File: src/common/tsd_pkg.sv
// Constants, offsets and field layouts of the tile status and debug bank
`default_nettype none

package tsd_pkg;

  // Processor status access port widths
  localparam int ADDR_W = 8;
  localparam int DATA_W = 32;

  // Register offsets (processor status numbers)
  localparam logic [7:0] OFF_OSC_CTRL = 8'h06;
  localparam logic [7:0] OFF_CC_CNT = 8'h07;
  localparam logic [7:0] OFF_CW_CNT = 8'h08;
  localparam logic [7:0] OFF_PC_CNT = 8'h09;
  localparam logic [7:0] OFF_PW_CNT = 8'h0a;
  localparam logic [7:0] OFF_RAM_SIZE = 8'h0c;
  localparam logic [7:0] OFF_SSR_COPY = 8'h10;
  localparam logic [7:0] OFF_SPC_COPY = 8'h11;
  localparam logic [7:0] OFF_SSP_COPY = 8'h12;
  localparam logic [7:0] OFF_RR_THREAD = 8'h13;
  localparam logic [7:0] OFF_RR_REGNUM = 8'h14;
  localparam logic [7:0] OFF_CAUSE = 8'h15;
  localparam logic [7:0] OFF_EVT_DATA = 8'h16;
  localparam logic [7:0] OFF_STOP_MASK = 8'h18;
  localparam logic [7:0] OFF_SCR_FIRST = 8'h20;
  localparam logic [7:0] OFF_SCR_LAST = 8'h27;

  // Oscillator control fields
  localparam int OSC_CORE_BIT = 1;
  localparam int OSC_PERIPH_BIT = 0;
  localparam logic [1:0] OSC_CTRL_RST = 2'h0;
  localparam int OSC_NUM = 4;
  localparam int OSC_CNT_W = 16;
  // Software must wait this long after stopping an oscillator
  localparam int OSC_SETTLE_CYC = 10;

  // RAM size in bytes, bits 1:0 read as zero
  localparam logic [31:0] RAM_SIZE_BYTES = 32'h0001_0000;
  localparam logic [31:0] RAM_SIZE_MASK = 32'hffff_fffc;

  // Saved status copy layout
  localparam int SSR_W = 11;
  localparam logic [10:0] SSR_WR_MASK = 11'h6df;
  localparam logic [10:0] SSR_RST = 11'h000;

  // Register-read operand widths
  localparam int RR_THREAD_W = 8;
  localparam int RR_REGNUM_W = 5;

  // Debug cause register fields
  localparam int CAUSE_W = 3;
  localparam int CAUSE_LSB = 0;
  localparam int CTHREAD_LSB = 8;
  localparam int CTHREAD_W = 8;
  localparam int CIDX_LSB = 16;
  localparam int CIDX_W = 2;
  localparam logic [2:0] CAUSE_RST = 3'h0;
  localparam logic [2:0] CAUSE_HOST = 3'h1;
  localparam logic [2:0] CAUSE_DEBUG_CALL_INSTRUCTION = 3'h2;
  localparam logic [2:0] CAUSE_IBRK = 3'h3;
  localparam logic [2:0] CAUSE_DWATCH = 3'h4;
  localparam logic [2:0] CAUSE_RWATCH = 3'h5;

  // Thread stop mask and scratch storage
  localparam int THREADS = 8;
  localparam int HIT_W = 4;
  localparam int SCR_DEPTH = 8;
  localparam int SCR_IDX_W = 3;
  localparam logic [31:0] WORD_RST = 32'h0000_0000;

endpackage : tsd_pkg

`default_nettype wire

File: src/common/tsd_scratch_if.sv
// Carrier between the bank and its scratch word memory
`default_nettype none

interface tsd_scratch_if;
  logic wr_en;
  logic [tsd_pkg::SCR_IDX_W-1:0] wr_idx;
  logic [tsd_pkg::DATA_W-1:0] wr_data;
  logic [tsd_pkg::SCR_IDX_W-1:0] rd_a_idx;
  logic [tsd_pkg::DATA_W-1:0] rd_a_data;
  logic [tsd_pkg::SCR_IDX_W-1:0] rd_b_idx;
  logic [tsd_pkg::DATA_W-1:0] rd_b_data;

  modport user (
    output wr_en, wr_idx, wr_data, rd_a_idx, rd_b_idx,
    input rd_a_data, rd_b_data
  );
  modport mem (
    input wr_en, wr_idx, wr_data, rd_a_idx, rd_b_idx,
    output rd_a_data, rd_b_data
  );
endinterface : tsd_scratch_if

`default_nettype wire

File: src/verilog/tsd_status_bank.sv
// Tile processor status and debug register bank
//
// Overview of operation
// - Four free-running oscillators outside the core clock each advance their own counter.
// - Control bit 1 runs the core oscillators, bit 0 the peripheral ones, both reset low.
// - Four read-only registers give the 16-bit counts in core cell, core wire, peripheral cell, peripheral wire order.
// - Reset leaves the oscillator counts untouched.
// - A read-only register gives the RAM size in bytes in bits 31:2.
// - Debugger entry copies the interrupted thread's status word with bit 5 cleared.
// - The status copy keeps its documented bit layout with bits 8 and 5 read-only.
// - Debugger entry copies the saved program counter and stack pointer.
// - Register-read operands hold the thread number in bits 7:0 and register number in bits 4:0.
// - The cause field in bits 2:0 encodes host, debug call, breakpoint, data and resource watch, resetting to 0.
// - Bits 17:16 record the lowest firing comparator index, zero for host and debug call.
// - Bits 15:8 record the causing thread, zero for host entry.
// - The event data word holds the address for data watch and the resource id for resource watch.
// - Set stop-mask bits hold their threads still outside debug mode.
// - Eight scratch words are shared between this port and the tile configuration port.
`default_nettype none

module tsd_status_bank (
  input wire logic sys_clk_i,
  input wire logic rstn_i,
  // Status set and get access from the cores
  input wire logic ps_wr_i,
  input wire logic ps_rd_i,
  input wire logic [tsd_pkg::ADDR_W-1:0] ps_addr_i,
  input wire logic [tsd_pkg::DATA_W-1:0] ps_wdata_i,
  output logic [tsd_pkg::DATA_W-1:0] ps_rdata_o,
  output logic ps_rvalid_o,
  // Tile configuration access to the scratch words
  input wire logic cfg_wr_i,
  input wire logic cfg_rd_i,
  input wire logic [tsd_pkg::SCR_IDX_W-1:0] cfg_idx_i,
  input wire logic [tsd_pkg::DATA_W-1:0] cfg_wdata_i,
  output logic [tsd_pkg::DATA_W-1:0] cfg_rdata_o,
  output logic cfg_rvalid_o,
  // Debug state from the pipeline
  input wire logic dbg_mode_i,
  input wire logic dbg_enter_i,
  input wire logic [tsd_pkg::CAUSE_W-1:0] dbg_cause_i,
  input wire logic [tsd_pkg::CTHREAD_W-1:0] dbg_thread_i,
  input wire logic [tsd_pkg::HIT_W-1:0] dbg_hit_i,
  input wire logic [tsd_pkg::DATA_W-1:0] dbg_addr_i,
  input wire logic [tsd_pkg::DATA_W-1:0] dbg_res_i,
  input wire logic [tsd_pkg::SSR_W-1:0] dbg_sr_i,
  input wire logic [tsd_pkg::DATA_W-1:0] dbg_pc_i,
  input wire logic [tsd_pkg::DATA_W-1:0] dbg_sp_i,
  // Ring oscillator outputs and enables
  input wire logic [tsd_pkg::OSC_NUM-1:0] ring_osc_i,
  output logic core_osc_en_o,
  output logic periph_osc_en_o,
  // Operands for the debug register read and thread holds
  output logic [tsd_pkg::RR_THREAD_W-1:0] regread_thread_o,
  output logic [tsd_pkg::RR_REGNUM_W-1:0] regread_regnum_o,
  output logic [tsd_pkg::THREADS-1:0] thread_stop_o
);

  // Merge a write into a register under a per-bit write mask
  function automatic logic [31:0] merge_wr(input logic [31:0] old_v,
                                           input logic [31:0] new_v,
                                           input logic [31:0] msk);
    merge_wr = (old_v & ~msk) | (new_v & msk);
  endfunction : merge_wr

  // Index of the lowest set comparator hit
  function automatic logic [1:0] lowest_hit(input logic [3:0] hit);
    lowest_hit = 2'h0;
    for (int i = 3; i >= 0; i--)
    begin
      if (hit[i])
      begin
        lowest_hit = 2'(i);
      end
    end
  endfunction : lowest_hit

  // Address decode and write strobes
  logic wr_any;
  logic dbg_wr;
  logic hit_osc_ctrl;
  logic hit_scr;

  assign wr_any = ps_wr_i;
  // Debug fields take writes only while the tile is in debug mode
  assign dbg_wr = ps_wr_i & dbg_mode_i;
  assign hit_osc_ctrl = (ps_addr_i == tsd_pkg::OFF_OSC_CTRL);
  assign hit_scr = (ps_addr_i >= tsd_pkg::OFF_SCR_FIRST) &&
                   (ps_addr_i <= tsd_pkg::OFF_SCR_LAST);

  // Control group: oscillator enables, operands and stop mask
  logic [1:0] osc_ctrl_r;
  logic [1:0] osc_ctrl_nxt;
  logic [tsd_pkg::RR_THREAD_W-1:0] rr_thread_r;
  logic [tsd_pkg::RR_THREAD_W-1:0] rr_thread_nxt;
  logic [tsd_pkg::RR_REGNUM_W-1:0] rr_regnum_r;
  logic [tsd_pkg::RR_REGNUM_W-1:0] rr_regnum_nxt;
  logic [tsd_pkg::THREADS-1:0] stop_mask_r;
  logic [tsd_pkg::THREADS-1:0] stop_mask_nxt;
  logic [tsd_pkg::THREADS-1:0] stop_out_r;
  logic [tsd_pkg::THREADS-1:0] stop_out_nxt;

  always_comb
  begin
    osc_ctrl_nxt = osc_ctrl_r;
    rr_thread_nxt = rr_thread_r;
    rr_regnum_nxt = rr_regnum_r;
    stop_mask_nxt = stop_mask_r;
    // Oscillator control is plain read-write; upper bits are dropped
    if (wr_any && hit_osc_ctrl)
    begin
      osc_ctrl_nxt = ps_wdata_i[1:0];
    end
    if (dbg_wr && ps_addr_i == tsd_pkg::OFF_RR_THREAD)
    begin
      rr_thread_nxt = ps_wdata_i[tsd_pkg::RR_THREAD_W-1:0];
    end
    if (dbg_wr && ps_addr_i == tsd_pkg::OFF_RR_REGNUM)
    begin
      rr_regnum_nxt = ps_wdata_i[tsd_pkg::RR_REGNUM_W-1:0];
    end
    if (dbg_wr && ps_addr_i == tsd_pkg::OFF_STOP_MASK)
    begin
      stop_mask_nxt = ps_wdata_i[tsd_pkg::THREADS-1:0];
    end
    // Holds are released for the whole of debug mode, so the debug
    // handler itself can inspect any thread
    stop_out_nxt = dbg_mode_i ? '0 : stop_mask_nxt;
  end

  always_ff @(posedge sys_clk_i or negedge rstn_i)
  begin
    if (!rstn_i)
    begin
      osc_ctrl_r <= tsd_pkg::OSC_CTRL_RST;
      rr_thread_r <= '0;
      rr_regnum_r <= '0;
      stop_mask_r <= '0;
      stop_out_r <= '0;
    end
    else
    begin
      osc_ctrl_r <= osc_ctrl_nxt;
      rr_thread_r <= rr_thread_nxt;
      rr_regnum_r <= rr_regnum_nxt;
      stop_mask_r <= stop_mask_nxt;
      stop_out_r <= stop_out_nxt;
    end
  end

  // Debug capture group: status, PC, SP copies, cause and data
  logic [tsd_pkg::SSR_W-1:0] ssr_r;
  logic [tsd_pkg::SSR_W-1:0] ssr_nxt;
  logic [31:0] spc_r;
  logic [31:0] spc_nxt;
  logic [31:0] ssp_r;
  logic [31:0] ssp_nxt;
  logic [tsd_pkg::CAUSE_W-1:0] cause_r;
  logic [tsd_pkg::CAUSE_W-1:0] cause_nxt;
  logic [tsd_pkg::CTHREAD_W-1:0] cthread_r;
  logic [tsd_pkg::CTHREAD_W-1:0] cthread_nxt;
  logic [tsd_pkg::CIDX_W-1:0] cidx_r;
  logic [tsd_pkg::CIDX_W-1:0] cidx_nxt;
  logic [31:0] evt_data_r;
  logic [31:0] evt_data_nxt;

  always_comb
  begin
    ssr_nxt = ssr_r;
    spc_nxt = spc_r;
    ssp_nxt = ssp_r;
    cause_nxt = cause_r;
    cthread_nxt = cthread_r;
    cidx_nxt = cidx_r;
    evt_data_nxt = evt_data_r;
    // Software writes; bit 8 and bit 5 of the status copy are kept
    if (dbg_wr && ps_addr_i == tsd_pkg::OFF_SSR_COPY)
    begin
      ssr_nxt = 11'(merge_wr(32'(ssr_r), ps_wdata_i,
                             32'(tsd_pkg::SSR_WR_MASK)));
    end
    if (dbg_wr && ps_addr_i == tsd_pkg::OFF_SPC_COPY)
    begin
      spc_nxt = ps_wdata_i;
    end
    if (dbg_wr && ps_addr_i == tsd_pkg::OFF_SSP_COPY)
    begin
      ssp_nxt = ps_wdata_i;
    end
    if (dbg_wr && ps_addr_i == tsd_pkg::OFF_CAUSE)
    begin
      cause_nxt = ps_wdata_i[tsd_pkg::CAUSE_LSB +: tsd_pkg::CAUSE_W];
      cthread_nxt = ps_wdata_i[tsd_pkg::CTHREAD_LSB +: tsd_pkg::CTHREAD_W];
      cidx_nxt = ps_wdata_i[tsd_pkg::CIDX_LSB +: tsd_pkg::CIDX_W];
    end
    if (dbg_wr && ps_addr_i == tsd_pkg::OFF_EVT_DATA)
    begin
      evt_data_nxt = ps_wdata_i;
    end
    // Debugger entry overrides a same-cycle software write, except to the data word on causes other than data and resource watch
    if (dbg_enter_i)
    begin
      ssr_nxt = dbg_sr_i & ~11'h020;
      spc_nxt = dbg_pc_i;
      ssp_nxt = dbg_sp_i;
      cause_nxt = dbg_cause_i;
      cthread_nxt = (dbg_cause_i == tsd_pkg::CAUSE_HOST) ?
                    '0 : dbg_thread_i;
      if (dbg_cause_i == tsd_pkg::CAUSE_HOST ||
          dbg_cause_i == tsd_pkg::CAUSE_DEBUG_CALL_INSTRUCTION)
      begin
        cidx_nxt = '0;
      end
      else
      begin
        cidx_nxt = lowest_hit(dbg_hit_i);
      end
      // Other causes leave the data word as it was
      if (dbg_cause_i == tsd_pkg::CAUSE_DWATCH)
      begin
        evt_data_nxt = dbg_addr_i;
      end
      else if (dbg_cause_i == tsd_pkg::CAUSE_RWATCH)
      begin
        evt_data_nxt = dbg_res_i;
      end
    end
  end

  always_ff @(posedge sys_clk_i or negedge rstn_i)
  begin
    if (!rstn_i)
    begin
      ssr_r <= tsd_pkg::SSR_RST;
      spc_r <= tsd_pkg::WORD_RST;
      ssp_r <= tsd_pkg::WORD_RST;
      cause_r <= tsd_pkg::CAUSE_RST;
      cthread_r <= '0;
      cidx_r <= '0;
      evt_data_r <= tsd_pkg::WORD_RST;
    end
    else
    begin
      ssr_r <= ssr_nxt;
      spc_r <= spc_nxt;
      ssp_r <= ssp_nxt;
      cause_r <= cause_nxt;
      cthread_r <= cthread_nxt;
      cidx_r <= cidx_nxt;
      evt_data_r <= evt_data_nxt;
    end
  end

  // Oscillator counter group: no reset, so counts survive it
  logic [tsd_pkg::OSC_NUM-1:0] osc_prev_r;
  // Counts start at zero at power-up only; a system reset leaves them
  logic [tsd_pkg::OSC_CNT_W-1:0] osc_cnt_r [tsd_pkg::OSC_NUM] = '{default: '0};
  logic [tsd_pkg::OSC_CNT_W-1:0] osc_cnt_nxt [tsd_pkg::OSC_NUM];
  logic [tsd_pkg::OSC_NUM-1:0] osc_run;

  // Counters 0,1 follow the core enable, 2,3 the peripheral one
  assign osc_run = {{2{osc_ctrl_r[tsd_pkg::OSC_PERIPH_BIT]}},
                    {2{osc_ctrl_r[tsd_pkg::OSC_CORE_BIT]}}};

  always_comb
  begin
    for (int i = 0; i < tsd_pkg::OSC_NUM; i++)
    begin
      osc_cnt_nxt[i] = osc_cnt_r[i];
      // Each rising oscillator edge advances its own counter
      if (osc_run[i] && ring_osc_i[i] && !osc_prev_r[i])
      begin
        osc_cnt_nxt[i] = osc_cnt_r[i] + 16'h0001;
      end
    end
  end

  // Deliberately unreset so the random state is kept across reset
  always_ff @(posedge sys_clk_i)
  begin
    osc_prev_r <= ring_osc_i;
    for (int i = 0; i < tsd_pkg::OSC_NUM; i++)
    begin
      osc_cnt_r[i] <= osc_cnt_nxt[i];
    end
  end

  // Scratch memory shared with the configuration port
  tsd_scratch_if scr_if ();

  // Core-side write wins a same-cycle clash with the config port
  always_comb
  begin
    scr_if.wr_en = (dbg_wr && hit_scr) || cfg_wr_i;
    scr_if.wr_idx = (dbg_wr && hit_scr) ?
                    ps_addr_i[tsd_pkg::SCR_IDX_W-1:0] : cfg_idx_i;
    scr_if.wr_data = (dbg_wr && hit_scr) ? ps_wdata_i : cfg_wdata_i;
    scr_if.rd_a_idx = ps_addr_i[tsd_pkg::SCR_IDX_W-1:0];
    scr_if.rd_b_idx = cfg_idx_i;
  end

  tsd_scratch_mem u_scr_mem (
    .sys_clk_i (sys_clk_i),
    .mem_if (scr_if.mem)
  );

  // Read pipeline: select in cycle 0, scratch out in 1, answer in 2
  logic [31:0] rd_val;
  logic rd_pend_r;
  logic rd_pend_nxt;
  logic rd_scr_r;
  logic rd_scr_nxt;
  logic [31:0] rd_hold_r;
  logic [31:0] rd_hold_nxt;
  logic [31:0] rdata_r;
  logic [31:0] rdata_nxt;
  logic rvalid_r;
  logic rvalid_nxt;
  logic cfg_rvalid_r;
  logic cfg_rvalid_nxt;

  // Register read mux; reserved bits and unmapped numbers read zero
  always_comb
  begin
    rd_val = '0;
    unique case (ps_addr_i)
      tsd_pkg::OFF_OSC_CTRL: rd_val = 32'(osc_ctrl_r);
      tsd_pkg::OFF_CC_CNT: rd_val = 32'(osc_cnt_r[0]);
      tsd_pkg::OFF_CW_CNT: rd_val = 32'(osc_cnt_r[1]);
      tsd_pkg::OFF_PC_CNT: rd_val = 32'(osc_cnt_r[2]);
      tsd_pkg::OFF_PW_CNT: rd_val = 32'(osc_cnt_r[3]);
      tsd_pkg::OFF_RAM_SIZE:
        rd_val = tsd_pkg::RAM_SIZE_BYTES & tsd_pkg::RAM_SIZE_MASK;
      tsd_pkg::OFF_SSR_COPY: rd_val = 32'(ssr_r);
      tsd_pkg::OFF_SPC_COPY: rd_val = spc_r;
      tsd_pkg::OFF_SSP_COPY: rd_val = ssp_r;
      tsd_pkg::OFF_RR_THREAD: rd_val = 32'(rr_thread_r);
      tsd_pkg::OFF_RR_REGNUM: rd_val = 32'(rr_regnum_r);
      tsd_pkg::OFF_CAUSE:
        rd_val = {14'h0000, cidx_r, cthread_r, 5'h00, cause_r};
      tsd_pkg::OFF_EVT_DATA: rd_val = evt_data_r;
      tsd_pkg::OFF_STOP_MASK: rd_val = 32'(stop_mask_r);
      default: rd_val = '0;
    endcase
  end

  always_comb
  begin
    rd_pend_nxt = ps_rd_i;
    rd_scr_nxt = ps_rd_i && hit_scr;
    rd_hold_nxt = ps_rd_i ? rd_val : rd_hold_r;
    rvalid_nxt = rd_pend_r;
    rdata_nxt = rdata_r;
    if (rd_pend_r)
    begin
      rdata_nxt = rd_scr_r ? scr_if.rd_a_data : rd_hold_r;
    end
    cfg_rvalid_nxt = cfg_rd_i;
  end

  always_ff @(posedge sys_clk_i or negedge rstn_i)
  begin
    if (!rstn_i)
    begin
      rd_pend_r <= 1'b0;
      rd_scr_r <= 1'b0;
      rd_hold_r <= tsd_pkg::WORD_RST;
      rdata_r <= tsd_pkg::WORD_RST;
      rvalid_r <= 1'b0;
      cfg_rvalid_r <= 1'b0;
    end
    else
    begin
      rd_pend_r <= rd_pend_nxt;
      rd_scr_r <= rd_scr_nxt;
      rd_hold_r <= rd_hold_nxt;
      rdata_r <= rdata_nxt;
      rvalid_r <= rvalid_nxt;
      cfg_rvalid_r <= cfg_rvalid_nxt;
    end
  end

  // Outputs straight from flip-flops
  assign ps_rdata_o = rdata_r;
  assign ps_rvalid_o = rvalid_r;
  // Memory output register drives the config read data directly
  assign cfg_rdata_o = scr_if.rd_b_data;
  assign cfg_rvalid_o = cfg_rvalid_r;
  assign core_osc_en_o = osc_ctrl_r[tsd_pkg::OSC_CORE_BIT];
  assign periph_osc_en_o = osc_ctrl_r[tsd_pkg::OSC_PERIPH_BIT];
  assign regread_thread_o = rr_thread_r;
  assign regread_regnum_o = rr_regnum_r;
  assign thread_stop_o = stop_out_r;

endmodule : tsd_status_bank

`default_nettype wire

File: src/verilog/tsd_scratch_mem.sv
// Eight scratch words, one write port and two registered read ports
`default_nettype none

module tsd_scratch_mem (
  input wire logic sys_clk_i,
  tsd_scratch_if.mem mem_if
);

  logic [tsd_pkg::DATA_W-1:0] word_r [tsd_pkg::SCR_DEPTH];
  logic [tsd_pkg::DATA_W-1:0] rd_a_nxt;
  logic [tsd_pkg::DATA_W-1:0] rd_b_nxt;
  logic [tsd_pkg::DATA_W-1:0] rd_a_r;
  logic [tsd_pkg::DATA_W-1:0] rd_b_r;

  // Read before write: a same-cycle write shows on the next read
  always_comb
  begin
    rd_a_nxt = word_r[mem_if.rd_a_idx];
    rd_b_nxt = word_r[mem_if.rd_b_idx];
  end

  // Storage has no reset, like a RAM
  always_ff @(posedge sys_clk_i)
  begin
    if (mem_if.wr_en)
    begin
      word_r[mem_if.wr_idx] <= mem_if.wr_data;
    end
    rd_a_r <= rd_a_nxt;
    rd_b_r <= rd_b_nxt;
  end

  assign mem_if.rd_a_data = rd_a_r;
  assign mem_if.rd_b_data = rd_b_r;

endmodule : tsd_scratch_mem

`default_nettype wire

File: config.mk
export PLATFORM = sky130hd
export DESIGN_NAME = tsd_status_bank
export DESIGN_NICKNAME = d
export VERILOG_FILES = /design/src/common/tsd_pkg.sv /design/src/common/tsd_scratch_if.sv /design/src/verilog/tsd_status_bank.sv /design/src/verilog/tsd_scratch_mem.sv
export SDC_FILE = /design/constraint.sdc
export NUM_CORES = 1
export LEC_CHECK = 0
export BUFFER_PORTS_ARGS = -buffer_cell sky130_fd_sc_hd__buf_2
export CAP_MARGIN = 40
export CORE_ASPECT_RATIO = 0.9
export CORE_MARGIN = 4
export CORE_UTILIZATION = 45
export DETAILED_ROUTE_END_ITERATION = 7
export PLACE_DENSITY = 0.75
export SETUP_SLACK_MARGIN = 0.3
export SYNTH_ARGS = -nofsm -noshare
export SYNTH_HDL_FRONTEND = slang
export SYNTH_SLANG_ARGS = --single-unit
File: constraint.sdc
create_clock -name sys_clk_i -period 1.7 [get_ports sys_clk_i]
set_input_delay 0.255 -clock sys_clk_i [delete_from_list [all_inputs] [get_ports sys_clk_i]]
set_output_delay 0.255 -clock sys_clk_i [all_outputs]
set_load 0.02 [all_outputs]
**Word level (Yosys, flattened, before mapping)**

Memory sizes are Yosys's and may differ from the RTL's. A register that Yosys moved wholly into a read port is not among the register bits.
Cells that the tools add are included.

- Register bits after elaboration: 223
- RAM bits: 320
- Output and inout port bits: 89
- Logic and storage cells: 111
- Memories: 2

Memory list:

| memory | depth | bits a word | read ports | clocked after Yosys merged registers in | wr ports | line | RTL |
|---|---|---|---|---|---|---|---|
| u_scr_mem.word_r | 8 | 32 | 2 | 2 | 1 | tsd_scratch_mem.sv:9 | `logic [tsd_pkg::DATA_W-1:0] word_r [tsd_pkg::SCR_DEPTH];` |
| osc_cnt_r | 4 | 16 | 4 | 0 | 4 | tsd_status_bank.sv:257 | `logic [tsd_pkg::OSC_CNT_W-1:0] osc_cnt_r [tsd_pkg::OSC_NUM] = '{default: '0};` |

- Add/sub/neg operators: 4
- Order comparisons: 2
- Equality and inequality tests: 18
- Muxes and demuxes: 34
- Bitwise gates (word level): 2
- Reductions and logical operators: 30

Operators by type and width:

| kind | number |
|---|---|
| $pmux 32 s14 | 1 |
| $mux 32 | 10 |
| $add 16x1->16 const B | 4 |
| $eq 8x5->1 const B | 8 |
| $mux 16 | 4 |
| $mux 8 | 5 |
| $eq 8x4->1 const B | 4 |
| $mux 11 | 2 |
| $logic_and 1x1->1 | 20 |
| $eq 8x3->1 const B | 2 |
| $mux 2 | 7 |
| $or 9x11->11 | 1 |
| $mux 3 | 3 |
| $ge 8x6->1 const B | 1 |
| $le 8x6->1 const B | 1 |
| $reduce_bool 2->1 | 4 |
| $eq 3x3->1 const B | 2 |
| $logic_not 1->1 | 4 |
| $eq 3x1->1 const B | 1 |
| $eq 3x2->1 const B | 1 |
| $logic_or 1x1->1 | 2 |
| $mux 1 | 2 |
| $and 1x1->1 | 1 |

**Longest topological paths before layout**

Gate-level depths: netlist of run 1.

- Depth after elaboration: 6
- Gate-level depth with buffers: 9

**Cells and area by module**

From an unflattened synthesis of run 1, not the netlist that was laid out.

- Cells, all modules: 1964
- Area, all modules: 27801.7 um2

By module, submodules not included:

| module | times used | cells an instance | area an instance (um2) |
|---|---|---|---|
| tsd_status_bank | 1 | 1403 | 14621.5 |
| tsd_scratch_mem | 1 | 561 | 13180.1 |

**Least setup slack after synthesis of run 1**

No wires, ideal clock.

- Path kind: in2reg
- Start point: input ps_addr_i[4] (netlist name)
- End point: memory u_scr_mem.word_r[4][0] (netlist name), enable pin
- Data arrival time: 2.840 ns
- Required time: 1.279 ns
- Setup slack: -1.561 ns
- Stages: 8
- Path through: buf_6 -> clkbuf_1 -> nor3b_1 -> nand3_1 -> clkbuf_1 -> nor3_1 -> a31oi_1 -> nor2_1

- Longest elaborated chain between the ends: 6
- Elaborated cells between the ends (all ways): 8
- Classes of those cells: order compare (2); mux (3); reduce/logical (3)

RTL lines:

| element | line | RTL |
|---|---|---|
| start, declared | tsd_status_bank.sv:27 | `input wire logic [tsd_pkg::ADDR_W-1:0] ps_addr_i,` |
| $ge 8x6->1 or $le 8x6->1 (tied branches) | tsd_status_bank.sv:88, tsd_status_bank.sv:89 |  |
| $logic_and 1x1->1 * | tsd_status_bank.sv:88 | `assign hit_scr = (ps_addr_i >= tsd_pkg::OFF_SCR_FIRST) &&` |
| $logic_and 1x1->1 * | tsd_status_bank.sv:294, tsd_status_bank.sv:295 |  |
| $logic_or 1x1->1 | tsd_status_bank.sv:294 | `scr_if.wr_en = (dbg_wr && hit_scr) \|\| cfg_wr_i;` |
| $mux 1 | tsd_scratch_mem.sv:25 | `if (mem_if.wr_en)` |
| $mux 1 (implied by the code) | tsd_scratch_mem.sv:27 | `word_r[mem_if.wr_idx] <= mem_if.wr_data;` |
| end, declared | tsd_scratch_mem.sv:9 |  |

Mark *: on every way between the ends. The rest lies on a longest branch, timed or not.

==> impl_metrics.tcl, run 1 <==
set metrics [dict create \
    max_transition_margin_pct 53.9 \
    ys_types 70 \
    synth_edf_count 320 \
    buffer_cell_driving_the_clock_tree_root "clkbuf_16" \
    mappedNetlistArea_mm2 0.0276 \
    synthesis.area_per_instance_um2 13.0 \
    syn_to_final_growth_pct 37.2 \
    grt_pass1_wl_um 145000 \
    timing.critical_path.slowest_cell_delay_ps 500 \
    final-setup-viol-count 0 \
    synth_seq_area_share_pct 59.6 \
    average_via_count_per_standard_cell 6.17 \
    clock_tree.buffer_depth 3 \
    routed_wirelength_um 103000 \
    layout.core_utilization_pct 62.8 \
    finalHoldViolCount 0 \
    crit_path_top_delay_cell "edfxtp_1" \
    largest_net_degree_at_the_start_of_global_routing 85 \
    io_pins 330 \
    drive_gt1_share_pct 38.0 \
    core_area_mm2 0.0602 \
    worst_slew_pin_slew_ps 691 \
    die_y_um 243 \
    pre_cts_slack_ps -525 \
    overflow 0 \
    holdCritPathClass "input port to flip-flop" \
    cp_cell_instances "and3_2, nand4_1, nor3_2, xor2_1" \
    fin_hold_ws_ps 18.8 \
    max_cap_violations 0 \
    antenna_violating_nets_remaining 0 \
    synthesis.yosys.warnings 0 \
    clock_sinks 606 \
    gp_congestion 0.971 \
    async_flop_share_pct 36.0 \
    unrepaired_setup_endpoints_after_global_routing "true" \
    nets 3069 \
    drt_drc_violations_left 0 \
    finalNonFillerCells 3661 \
    dp_hpwl_um 67500 \
    synth-seq-cells 606 \
    number_of_global_route_vias_before_repair 22300 \
    timing.critical_path.fanout_max 4 \
    powerDensity_mw_per_mm2 934 \
    vdd_drop_max_mv 0.881 \
    synth.most_common_cell "nand2_1" \
    post-route-min-period_ps 1650 \
    timing_max_transition_violations_final 0 \
    number_of_antenna_violations_at_the_first_check_in_global_routing 5 \
    num_rows 85 \
    synth_area_leader_cell "edfxtp_1" \
    placedCellCount 3303 \
    cp-start-kind "flip-flop" \
    cp-end-kind "flip-flop" \
    wire_per_inst_um 28.2 \
    cts.htree.levels 2 \
    number_of_drc_markers_after_the_initial_detailed_route_iteration 3020 \
    mappedNetlistNets 2369 \
    setup_ws_ps 52.2 \
    clk_transition_reported_paths_ps 60 \
    critical_path_class "flip-flop to flip-flop" \
    finalClockSkew_ps 33.6 \
    clkLatencyLatePin_ps 650 \
    worst-endpoint-required_ps 2080 \
    leakage_uw 0.0156 \
    tritoncts "done" \
    cts-buffers-inserted 60 \
    buffer_ports.inserted 328 \
    finalSetupTns_ps 0 \
    floorplan.die_area_mm2 0.0653 \
    drt_first_pass_iters 6 \
    grtUsageTotal_pct 29.7 \
    route.vias.total 22600 \
    min_period_over_period_pct 96.9 \
    outcome "finished, final reports clean" \
    achievable-frequency_mhz 607 \
    timing.critical_path.arrival_ps 2030 \
    yosys_most_used_dff "edfxtp_1" \
    netlist_top_cells_count "nand2_1 (376), edfxtp_1 (320), dfrtp_1 (218), mux4_2 (130), mux2i_1 (112)" \
    netlist_top_cells_area "edfxtp_1 (35%), dfrtp_1 (20%), mux4_2 (11%)" \
    postSynthCellCount 2124 \
    die-width_um 269 \
    synth_top_area_share_pct 34.9 \
    initial_utilization_pct 45.8 \
]
cell usage in the layout (no fill, tap or decap), types with 14 or more instances in the layout:
cell type / netlist / layout
a21oi_1: 40 / 40
a22o_1: 20 / 20
a22oi_1: 33 / 27
a31oi_1: 23 / 16
a32oi_1: 32 / 32
buf_12: 0 / 54
buf_2: 42 / 254
buf_4: 2 / 238
buf_6: 4 / 92
clkbuf_16: 0 / 77
dfrtp_1: 218 / 210
dfxtp_1: 68 / 67
dlygate4sd3_1: 0 / 126
edfxtp_1: 320 / 320
inv_1: 25 / 24
mux2_2: 66 / 58
mux2i_1: 112 / 109
mux4_2: 130 / 130
nand2_1: 376 / 367
nand3_1: 38 / 27
nand4_1: 25 / 25
nor2_1: 106 / 85
nor2_4: 0 / 17
nor2b_1: 17 / 14
o21ai_0: 73 / 66
o21ai_1: 11 / 17
o22ai_1: 44 / 39
xnor2_1: 41 / 34
xor2_1: 16 / 16
cells by family (layout without fill, tap and decap cells):
group / Yosys count / after routing / synth area share [%]
adders and majority gates: 5 / 5 / 0.222
other: 0 / 2 / 0
xor gates and xnor gates: 57 / 57 / 1.81
AOI/OAI and AO/OA: 324 / 324 / 7.88
DFF: 606 / 606 / 59.6
and+or+nand+nor: 646 / 646 / 10.4
buffers and inverters: 178 / 930 / 2.75
muxes: 308 / 308 / 17.4
power by group:
part	switching (uW)	internal (uW)
Sequential	571	16300
Clock	5980	8150
Combinational	2320	2010
state kept, by name (all words and copies together), names as in the netlist, 10 cells and up:
| name | count |
|---|---|
| u_scr_mem.word_r | 256 |
| osc_cnt_r | 64 |
| evt_data_r | 32 |
| ps_rdata_o | 32 |
| rd_hold_r | 32 |
| spc_r | 32 |
| ssp_r | 32 |
| u_scr_mem.mem_if.rd_a_data | 32 |
| u_scr_mem.mem_if.rd_b_data | 32 |
| ssr_r | 10 |
worst paths after layout:
kind | depth (start not counted) | end | slack [ps] | start
worst max-delay path | 4 | osc_cnt_r[1][15] | 50 | osc_cnt_r[1][9]
worst min-delay path | 3 | evt_data_r[3] | 20 | dbg_res_i[3]
worst max register to register | 4 | osc_cnt_r[1][15] | 50 | osc_cnt_r[1][9]
worst min register to register | 1 | cidx_r[1] | 500 | cidx_r[1]
max in group asynchronous | 3 | spc_r[21] | 930 | rstn_i
min in group asynchronous | 2 | cfg_rvalid_o | 150 | rstn_i
routing by layer:
layer,share of wire (%),track usage [%],wire (um),up-vias
met5,0.041,0,42,-
met4,5.1,12.2,5300,6
met3,10,6.20,10600,289
met2,48,47.4,49200,1612
met1,37,39.9,38200,11300
li1,-,-,-,9401
repair_timing:
action / 4_1_cts / 5_1_grt
buffers inserted: 50 / 45
gates cloned: 5 / 16
setup endpoints to repair: 492 / 529
gates resized for setup: 223 / 124
pin swaps: 45 / 61
endpoints found under the hold margin: 334 / 0
hold buffers: 126 / 0
stage by stage:
step	power, uW	area, um2
after floorplan	18800	27800
after global placement	20600	31900
after detailed placement	20700	31900
after CTS	35100	36500
after global routing	36400	37800
final	35300	37800
final cells by class:
cell class,instances,area [um2]
antenna,2,5.00
clock buffer,83,1720
clock inverter,31,348
fill,4258,22400
inverter,27,101
multi-input combinational,1340,11200
sequential,606,16400
tap,783,980
timing repair buffer,789,7030
worst max-delay path, delay by kind of cell (launching register included):
kind | cells | cell delay (ps)
xor+xnor | 1 | 90
flops | 1 | 500
simple gates | 3 | 800
(Power assumes the default switching activity.)
==> inputs of run 2 (changes only) <==
HOLD_SLACK_MARGIN = 0.08   (was default)
==> run 2 against run 1 <==
Flip-flop and latch count unchanged. Clock power about the same. Critical path depth is 1 higher. Clock skew decreased by 3.8 ps. First-iteration DRC count is 2.3% lower. Final area up 2.4%. Critical path type unchanged. Critical endpoint is now rd_hold_r[4]. Highest routed layer unchanged.
==> impl_metrics.tcl, run 2 (synthesized netlist as in run 1, its figures left out) <==
set metrics [dict create \
    outcome "finished, final reports clean" \
    syn_to_final_growth_pct 40.5 \
    drive_gt1_share_pct 37.3 \
    timing_max_transition_violations_final 0 \
    pre_cts_slack_ps -525 \
    finalClockSkew_ps 29.8 \
    drt_drc_violations_left 0 \
    clk_transition_reported_paths_ps 60 \
    number_of_global_route_vias_before_repair 23000 \
    net_switching_uw 9000 \
    initial_utilization_pct 45.8 \
    cts-buffers-inserted 60 \
    grt_pass1_wl_um 149000 \
    cell_internal_pwr_uw 26600 \
    timing.critical_path.arrival_ps 2190 \
    leakage_uw 0.0160 \
    finalHoldViolCount 0 \
    top_regs "u_scr_mem.word_r x256, osc_cnt_r x64" \
    largest_net_degree_at_the_start_of_global_routing 85 \
    flip_flop_count_of_the_largest_register_all_copies_and_words_added 256 \
    p_seq_share_pct 47.4 \
    num_rows 85 \
    die-width_um 269 \
    min_period_over_period_pct 97.9 \
    critical_path_class "flip-flop to flip-flop" \
    nets 3157 \
    dp_hpwl_um 67500 \
    overflow 0 \
    power_switching_share_pct 25.3 \
    worst_slew_pin_slew_ps 674 \
    final_design_area_no_fill_mm2 0.0387 \
    max_cap_violations 0 \
    die_y_um 243 \
    clock_sinks 606 \
    setup_ws_ps 36.5 \
    commonest_non_fill_non_tap_cell_in_the_layout "nand2_1" \
    holdCritPathClass "input port to flip-flop" \
    antenna_violating_nets_remaining 0 \
    cp-end-kind "flip-flop" \
    cp-start-kind "flip-flop" \
    average_via_count_per_standard_cell 6.23 \
    timing.critical_path.fanout_max 2 \
    max_transition_margin_pct 55.1 \
    unrepaired_setup_endpoints_after_global_routing "true" \
    route.vias.total 23400 \
    core_area_mm2 0.0602 \
    finalSetupTns_ps 0 \
    clkLatencyLatePin_ps 640 \
    floorplan.die_area_mm2 0.0653 \
    number_of_antenna_violations_at_the_first_check_in_global_routing 7 \
    gp_congestion 0.971 \
    p_comb_share_pct 12.8 \
    achievable-frequency_mhz 601 \
    placed_area_mm2 0.0319 \
    most-common-layout-cells "nand2_1 (368), edfxtp_1 (320), buf_2 (254)" \
    wire_per_inst_um 28.8 \
    number_of_drc_markers_after_the_initial_detailed_route_iteration 2951 \
    clock_tree.buffer_depth 3 \
    buffer_cell_driving_the_clock_tree_root "clkbuf_16" \
    buffer_ports.inserted 328 \
    drt_first_pass_iters 8 \
    powerDensity_mw_per_mm2 919 \
    vdd_drop_max_mv 0.887 \
    post-route-min-period_ps 1660 \
    design_power_total_uw 35600 \
    routed_wirelength_um 108000 \
    io_pins 330 \
    final-setup-viol-count 0 \
    worst-endpoint-required_ps 2220 \
    clock_power_share_pct 39.7 \
    top_register_by_number_of_flip_flops "u_scr_mem.word_r" \
    cts.htree.levels 2 \
    tritoncts "done" \
    grtUsageTotal_pct 30.6 \
]
[run 2: cell count changes in the layout (fill, tap and decap cells not counted), moves of 4 or more]
cell / delta
diode_2: +4
mux2_2: +6
dlygate4sd3_1: +79
buf_4: +7
mux2_4: -6
[run 2: layer usage]
| metal | GRT usage, % | part of all wire, % |
|---|---|---|
| met4 | 14.0 | 5.8 |
| met2 | 48.5 | 47 |
| met1 | 40.7 | 36 |
| met3 | 6.49 | 11 |
| met5 | 0 | 0.012 |
[run 2: repair_timing]
action / CTS / global route
buffers inserted: 50 / 53
pin swaps: 45 / 64
setup endpoints to repair: 492 / 512
gates resized for setup: 223 / 128
cloned: 5 / 17
hold endpoints to repair: 508 / 0
hold buffers: 205 / 0
[run 2: worst paths after layout]
check | from | end | slack [ps] | cells past startpoint
worst max-delay path | regread_thread_o[4] | rd_hold_r[4] | 40 | 5
worst min-delay path | cfg_wdata_i[29] | u_scr_mem.word_r[0][29] | 110 | 2
worst max register to register | regread_thread_o[4] | rd_hold_r[4] | 40 | 5
worst min register to register | cidx_r[1] | cidx_r[1] | 500 | 1
max in group asynchronous | rstn_i | osc_ctrl_r[1] | 910 | 3
min in group asynchronous | rstn_i | cfg_rvalid_o | 140 | 2
[run 2: area by class of cell]
cell class	instances	area (um2)
Fill cell	4086	21500
Clock inverter	31	348
Tap cell	783	980
Timing Repair Buffer	877	7900
Sequential cell	606	16400
Inverter	27	101
Antenna cell	6	15.0
Clock buffer	83	1720
Multi-Input combinational cell	1340	11200
[run 2: power by group through the flow]
stage	Combinational [uW]	Clock, uW	Sequential, uW
floorplan	1760	0	17100
global placement	3510	0	17000
detailed placement	3590	0	17100
CTS	4210	14200	16800
global route	4810	14800	16900
finish	4570	14100	16900
[run 2: worst max-delay path, cell delays in order (launching register included)]
cell	delay [ps]
dfrtp_1	400
mux4_2	520
and3_4	190
a221oi_2	170
o211a_1	210
o22ai_1	80
[run 2: metrics by stage]
step,instances,util [%],hold WS [ps]
floorplan,2124,-,-40.6
global placement,3303,53.0,218
detailed placement,3303,53.0,211
CTS,3677,62.0,80.1
global route,3750,64.3,103
finish,3753,64.3,106
